--- src/hdl/uts_pkg.sv ---
// Constants and types shared by the transfer status queue.
`default_nettype none

package uts_pkg;

  // ****************************************************************
  // Timing
  // ****************************************************************
  localparam int unsigned CLK_PERIOD_NS = 20;
  localparam int unsigned TCY_NS        = 20;
  localparam int unsigned REARM_MAX_TCY = 5;
  localparam int unsigned REARM_RAW     = (REARM_MAX_TCY * TCY_NS) / CLK_PERIOD_NS;
  localparam int unsigned REARM_MAX_CYC = (REARM_RAW < 1) ? 1 : REARM_RAW;

  // ****************************************************************
  // Queue shape
  // ****************************************************************
  localparam int unsigned QUEUE_DEPTH = 4;
  localparam int unsigned ENTRY_W     = 8;
  localparam int unsigned PTR_W       = 2;
  localparam int unsigned CNT_W       = 3;
  localparam logic [CNT_W-1:0] QUEUE_FULL_CNT = 3'h4;

  // ****************************************************************
  // Register map and fields
  // ****************************************************************
  localparam logic [11:0] ADDR_STATUS_WINDOW = 12'hF64;
  localparam logic [11:0] ADDR_FLAG_CTRL     = 12'hF68;
  localparam int unsigned EPNUM_LSB = 3;
  localparam int unsigned EPNUM_MSB = 6;
  localparam int unsigned DIR_BIT   = 2;
  localparam int unsigned ODD_BIT   = 1;
  localparam int unsigned FLAG_BIT  = 0;
  localparam int unsigned OVF_BIT   = 1;
  localparam int unsigned FULL_BIT  = 2;
  localparam int unsigned NAKS_BIT  = 3;
  localparam int unsigned COUNT_LSB = 4;
  localparam logic        FLAG_RST  = 1'h0;
  localparam logic [31:0] DATA_RST  = 32'h0000_0000;

  typedef enum logic [2:0] {
    ST_EMPTY   = 3'b001,
    ST_POSTED  = 3'b010,
    ST_ADVANCE = 3'b100
  } uts_flag_state_t;

endpackage : uts_pkg

`default_nettype wire

--- src/hdl/uts_queue_if.sv ---
// Push and pop port between the control logic and the status queue.
`default_nettype none

interface uts_queue_if;
  import uts_pkg::*;
  logic               push;
  logic [ENTRY_W-1:0] push_data;
  logic               pop;
  logic [ENTRY_W-1:0] head;
  logic [CNT_W-1:0]   count;
  logic               full;
  logic               dropped;
  modport queue (input push, push_data, pop, output head, count, full, dropped);
  modport ctrl  (output push, push_data, pop, input head, count, full, dropped);
endinterface : uts_queue_if

`default_nettype wire

--- src/hdl/uts_sticky_bit.sv ---
// Sticky status bit where a set in the same cycle beats a clear.
`default_nettype none

module uts_sticky_bit
(
  input  wire logic clk,
  input  wire logic rst,
  input  wire logic set,
  input  wire logic clr,
  output var  logic q
);
  always_ff @(posedge clk or posedge rst)
  begin
    if (rst)
      q <= 1'b0;
    else if (set)
      q <= 1'b1;
    else if (clr)
      q <= 1'b0;
  end
endmodule : uts_sticky_bit

`default_nettype wire

--- src/hdl/uts_status_queue.sv ---
// Four-entry status queue held in flip-flops.
`default_nettype none

module uts_status_queue
  import uts_pkg::*;
(
  input  wire logic clk,
  input  wire logic rst,
  uts_queue_if.queue q
);
  logic [ENTRY_W-1:0] mem_q [QUEUE_DEPTH];
  logic [PTR_W-1:0]   rd_ptr_q;
  logic [PTR_W-1:0]   wr_ptr_q;
  logic [CNT_W-1:0]   count_q;
  logic               full_q;
  logic               do_pop;
  logic               do_push;

  // A push while full is taken only if a pop frees a slot in the same cycle.
  assign do_pop    = q.pop && (count_q != 3'h0);
  assign do_push   = q.push && (!full_q || do_pop);
  assign q.dropped = q.push && !do_push;
  assign q.head    = mem_q[rd_ptr_q];
  assign q.count   = count_q;
  assign q.full    = full_q;

  always_ff @(posedge clk)
  begin
    if (do_push)
      mem_q[wr_ptr_q] <= q.push_data;
  end

  always_ff @(posedge clk or posedge rst)
  begin
    if (rst)
    begin
      rd_ptr_q <= 2'h0;
      wr_ptr_q <= 2'h0;
      count_q  <= 3'h0;
      full_q   <= 1'b0;
    end
    else
    begin
      if (do_push)
        wr_ptr_q <= wr_ptr_q + 2'h1;
      if (do_pop)
        rd_ptr_q <= rd_ptr_q + 2'h1;
      if (do_push && !do_pop)
      begin
        count_q <= count_q + 3'h1;
        full_q  <= (count_q + 3'h1) == QUEUE_FULL_CNT;
      end
      else if (do_pop && !do_push)
      begin
        count_q <= count_q - 3'h1;
        full_q  <= 1'b0;
      end
    end
  end
endmodule : uts_status_queue

`default_nettype wire

--- src/hdl/uts_top.sv ---
// Transfer status reporting: status queue, completion flag and register slave.
`default_nettype none

module uts_top
  import uts_pkg::*;
(
  input  wire logic        CORE_CLK,
  input  wire logic        RST,
  input  wire logic        WB_CYC_I,
  input  wire logic        WB_STB_I,
  input  wire logic        WB_WE_I,
  input  wire logic [11:0] WB_ADR_I,
  input  wire logic [3:0]  WB_SEL_I,
  input  wire logic [31:0] WB_DAT_I,
  output var  logic [31:0] WB_DAT_O,
  output var  logic        WB_ACK_O,
  input  wire logic        XFER_DONE,
  input  wire logic [3:0]  XFER_EPNUM,
  input  wire logic        XFER_DIR,
  input  wire logic        XFER_ODD,
  input  wire logic        TOKEN_REQ,
  output var  logic        TOKEN_NAK,
  output var  logic        TRANSFER_DONE_FLAG,
  output var  logic        QUEUE_FULL
);

  localparam int REARM_BOUND = REARM_MAX_CYC;

  // ****************************************************************
  // Declarations
  // ****************************************************************
  uts_queue_if     qif ();
  uts_flag_state_t state_q;
  uts_flag_state_t state_d;
  logic            flag_q;
  logic            bus_req;
  logic            bus_wr;
  logic            hit_window;
  logic            hit_ctrl;
  logic            clear_req;
  logic            ovf_clr;
  logic            naks_clr;
  logic            ovf_q;
  logic            naks_q;
  logic            nak_d;
  logic [31:0]     rd_data_d;
  logic [7:0]      window_byte;

  // ****************************************************************
  // Status queue
  // ****************************************************************
  uts_status_queue u_queue
  (
    .clk (CORE_CLK),
    .rst (RST),
    .q   (qif.queue)
  );

  // Bits 7 and 0 are stored as zero so the head byte is the window as is.
  assign qif.push      = XFER_DONE;
  assign qif.push_data = {1'b0, XFER_EPNUM, XFER_DIR, XFER_ODD, 1'b0};
  assign qif.pop       = clear_req && (state_q == ST_POSTED);

  // ****************************************************************
  // Wishbone slave
  // ****************************************************************
  // One wait state: ack rises in the cycle after the request appears and
  // drops one cycle later, so back to back requests see a gap.
  assign bus_req    = WB_CYC_I && WB_STB_I;
  assign bus_wr     = bus_req && WB_WE_I && WB_ACK_O;
  assign hit_window = (WB_ADR_I[11:2] == ADDR_STATUS_WINDOW[11:2]);
  assign hit_ctrl   = (WB_ADR_I[11:2] == ADDR_FLAG_CTRL[11:2]);
  assign clear_req  = bus_wr && hit_ctrl && WB_SEL_I[0] && WB_DAT_I[FLAG_BIT];
  assign ovf_clr    = bus_wr && hit_ctrl && WB_SEL_I[0] && WB_DAT_I[OVF_BIT];
  assign naks_clr   = bus_wr && hit_ctrl && WB_SEL_I[0] && WB_DAT_I[NAKS_BIT];

  always_ff @(posedge CORE_CLK or posedge RST)
  begin
    if (RST)
      WB_ACK_O <= 1'b0;
    else
      WB_ACK_O <= bus_req && !WB_ACK_O;
  end

  // The window is a plain read: reading it never pops, only the flag clear does.
  assign window_byte = qif.head & 8'h7E;

  always_comb
  begin
    rd_data_d = DATA_RST;
    if (hit_window)
    begin
      rd_data_d[7:0] = window_byte;
    end
    else if (hit_ctrl)
    begin
      rd_data_d[FLAG_BIT]  = flag_q;
      rd_data_d[OVF_BIT]   = ovf_q;
      rd_data_d[FULL_BIT]  = qif.full;
      rd_data_d[NAKS_BIT]  = naks_q;
      rd_data_d[COUNT_LSB +: CNT_W] = qif.count;
    end
  end

  always_ff @(posedge CORE_CLK or posedge RST)
  begin
    if (RST)
      WB_DAT_O <= DATA_RST;
    else if (bus_req && !WB_ACK_O && !WB_WE_I)
      WB_DAT_O <= rd_data_d;
  end

  // ****************************************************************
  // Completion flag
  // ****************************************************************
  // The flag is not cleared by writing zero; a one written to its bit pops
  // the head. A clear while the flag is low has no effect.
  always_comb
  begin
    state_d = state_q;
    case (state_q)
      ST_EMPTY:
      begin
        if (qif.count != 3'h0)
          state_d = ST_POSTED;
      end
      ST_POSTED:
      begin
        if (clear_req)
          state_d = ST_ADVANCE;
      end
      ST_ADVANCE:
      begin
        if (qif.count != 3'h0)
          state_d = ST_POSTED;
        else
          state_d = ST_EMPTY;
      end
      default:
      begin
        state_d = ST_EMPTY;
      end
    endcase
  end

  always_ff @(posedge CORE_CLK or posedge RST)
  begin
    if (RST)
      state_q <= ST_EMPTY;
    else
      state_q <= state_d;
  end

  always_ff @(posedge CORE_CLK or posedge RST)
  begin
    if (RST)
      flag_q <= FLAG_RST;
    else
      flag_q <= (state_d == ST_POSTED);
  end

  assign TRANSFER_DONE_FLAG = flag_q;
  assign QUEUE_FULL         = qif.full;

  // ****************************************************************
  // Host request refusal and sticky status
  // ****************************************************************
  // The refusal looks at the registered full state, so a slot freed in the
  // same cycle as a request still refuses it; the host simply retries.
  assign nak_d = TOKEN_REQ && qif.full;

  always_ff @(posedge CORE_CLK or posedge RST)
  begin
    if (RST)
      TOKEN_NAK <= 1'b0;
    else
      TOKEN_NAK <= nak_d;
  end

  uts_sticky_bit u_ovf
  (
    .clk (CORE_CLK),
    .rst (RST),
    .set (qif.dropped),
    .clr (ovf_clr),
    .q   (ovf_q)
  );

  uts_sticky_bit u_naks
  (
    .clk (CORE_CLK),
    .rst (RST),
    .set (nak_d),
    .clr (naks_clr),
    .q   (naks_q)
  );
endmodule : uts_top

`default_nettype wire

--- config.mk ---
export PLATFORM = sky130hd
export DESIGN_NAME = uts_top
export DESIGN_NICKNAME = d
export VERILOG_FILES = /design/src/hdl/uts_pkg.sv /design/src/hdl/uts_queue_if.sv /design/src/hdl/uts_sticky_bit.sv /design/src/hdl/uts_status_queue.sv /design/src/hdl/uts_top.sv
export SDC_FILE = /design/constraint.sdc
export NUM_CORES = 1
export LEC_CHECK = 0
export BUFFER_PORTS_ARGS = -buffer_cell sky130_fd_sc_hd__buf_2
export CORE_MARGIN = 3
export CORE_UTILIZATION = 45
export CTS_BUF_LIST = sky130_fd_sc_hd__clkbuf_16
export CTS_CLUSTER_DIAMETER = 50
export DETAILED_ROUTE_END_ITERATION = 8
export PLACE_DENSITY = 0.86
export SLEW_MARGIN = 20
export SYNTH_ARGS = -nofsm -noshare
export SYNTH_HDL_FRONTEND = slang
export SYNTH_HIERARCHICAL = 1
export SYNTH_SLANG_ARGS = --single-unit
--- constraint.sdc ---
create_clock -name CORE_CLK -period 2.1 [get_ports CORE_CLK]
set_input_delay 0.42 -clock CORE_CLK [delete_from_list [all_inputs] [get_ports CORE_CLK]]
set_output_delay 0.42 -clock CORE_CLK [all_outputs]
set_load 0.05 [all_outputs]
==> reports/qor.csv <==
metric;value;unit
routed wl met2;2.340;mm
dpl cell area;2743;µm²
sequential share of power;0.443;
clock-pin slew on the worst setup and hold paths;70;ps
Core Footprint;5205;µm²
fin nets;318;
Die Ht;80.03;µm
Clk pwr share;0.306;
grt ovf;0;
Arrival @ worst endpoint;2220;ps
met3 wire len;328;µm
combinational fraction of design power;0.251;
Final Hold Fails;0;
CP max FO;7;
f_max;486.7;MHz
Rows;26;
Remaining DRCs;0;
startpoint types;register;
DR top layer;met4;
vias in the first global route;1485;
fraction of power spent switching nets;0.3122;
Multi-input gate area;1010;µm²
Tot Pwr;2.992;mW
status;completed;
share of layout cells above drive strength 1;0.3185;
pin count of the biggest net entering global routing;17;
Filler cells;438;
Relative slew margins;0.6596;
CP Class;reg -> reg;
CTS tree;done;
Die Area;6405;µm²
Antenna Cells;0;
wire length on met1;1.844;mm
Setup Buffers After CTS;0;
worst skew pair latency;290;ps
initial antenna violation count;0;
Die X;80.03;µm
Port Buffers;37;
Iter 0 DRT Violations;44;
final setup violation count;0;
Tmin final;2055;ps
clock root buffer;clkbuf_16;
peak supply drop;0.4734;mV
post-DP HPWL;3.387;mm
Worst Hold Class;in -> reg;
Syn-to-layout area delta;18.62;%
worst slew pin tran;510.0;ps
Num CTS Buffers;5;
total track usage;0.1494;
clk sink count;47;
P_sw;0.9341;mW
first-pass GRT wire length;7.141;mm
I/O pin count;97;
RSZ-0062 raised after global routing;true;
CP Data Required Time;2270;ps
period utilisation layout;0.9785;
Final ANT Viol Nets;0;
Fin Clk Skew;5.187;ps
Worst R2R Path Depth;9;
Leak;1.357;nW
via count;1524;
Synth Instances;197;
H-tree lvl count;2;
Power Density;1023;nW/µm²
Max Cap Viol;0;
Final Max Slew Viols;0;
Routed WL;4.540;mm
Starting Density;0.4738;
Yosys warning count;6;
WHS Path Cells;1;
Pre-antenna DRT Iters;4;
endpoint class of the critical path;register;
fin area;2925;µm²
mean number of vias per cell;4.792;
routed len/inst;14.28;µm
Synth Cell Area;2466;µm²
register area;1299;µm²
Placer Congestion;0.8048;
Int Power;2.058;mW
Post-Syn Area per Cell;12.52;µm²
CTS Buffer Depth;2;
## sequential cells by signal (all words and copies together) (netlist names), 2 cells and up
signal            flops
u_queue/wr_ptr_q      2
state_q               3
u_queue/mem_q        24
u_queue/rd_ptr_q      2
u_queue/q.count       3
WB_DAT_O              7
## cell usage in the layout, fill, tap and decap left out, drive strengths merged, types with 2 or more instances in the layout
cell type  instances
nor3               4
and4               2
buf               49
nand4              8
clkbuf             5
nor2               3
a21o               5
nor2b              2
and4bb             2
nand2             12
o21ai              3
nand3              3
o211ai             6
nand2b             4
conb              25
ha                10
dfrtp             22
nor4b              2
and3b              6
inv               20
mux4               6
and2               5
xor2               3
edfxtp            24
xnor2              3
## path summary, 6_finish.rpt
| path | slack (ps) | end | start |
|---|---|---|---|
| setup / recovery | 50 | u_queue/q.count[2]$_DFFE_PP0P_ | WB_ACK_O$_DFF_PP0_ |
| hold / removal | 350 | u_queue/mem_q[3][1]$_DFFE_PP_ | XFER_ODD |
| setup reg to reg | 50 | u_queue/q.count[2]$_DFFE_PP0P_ | WB_ACK_O$_DFF_PP0_ |
| hold reg to reg | 490 | WB_DAT_O[0]$_DFFE_PP0P_ | WB_DAT_O[0]$_DFFE_PP0P_ |
| max in group asynchronous | 990 | WB_ACK_O$_DFF_PP0_ | RST |
| min in group asynchronous | 540 | u_naks/q$_DFFE_PP0P_ | RST |
## power groups by stage
stage / registers (mW) / clock network, mW / logic, mW
finish: 1.33 / 0.915 / 0.752
global route: 1.35 / 0.965 / 0.828
CTS: 1.33 / 0.930 / 0.758
detailed placement: 1.34 / 0 / 0.748
global placement: 1.33 / 0 / 0.714
floorplan: 1.35 / 0 / 0.574
## per-layer routing
layer  track usage  vias up
li1              -      743
met1        0.1791      718
met2        0.2583       59
met3       0.04289        4
met4       0.04561        0
met5             0        -
## final cells by class
class | count | share of cell area
clock buffers | 5 | 0.04277
repair buffers | 50 | 0.09752
flip-flops and latches | 47 | 0.4440
clock inverters | 3 | 0.01625
well taps | 70 | 0.02994
multi-input cells | 124 | 0.3452
inverters | 19 | 0.02438
## through the flow
step           hold slack, ps  utilization  setup slack, ps  cells  TNS [ps]
2_1_floorplan           148.7            -           -102.8    221    -201.7
3_3_place_gp            287.0       0.5269           -225.4    309     -4072
3_5_place_dp            292.4       0.5269           -254.6    309     -5216
4_1_cts                 345.7       0.5620            23.13    318         0
5_1_grt                 351.8       0.5620           -67.11    318    -98.69
6_report                346.9       0.5620            45.22    318         0
## what timing repair did
item	in CTS	in global routing
resized for setup	0	0
endpoints found under the setup margin	1	2
pin swaps	1	0
hold buffers	1	0
hold endpoints to repair	2	0
cloned	0	0
## worst max-delay path: stages (launching register included)
cell      delay (ps)
dfrtp_2          350
and4b_1          250
nand4_4          130
nor4b_4          290
nand2b_1         170
o211a_4          220
ha_4             160
mux2i_1          170
nor2_1            70
xor2_1           130
Power figures use the tool's default switching activity.
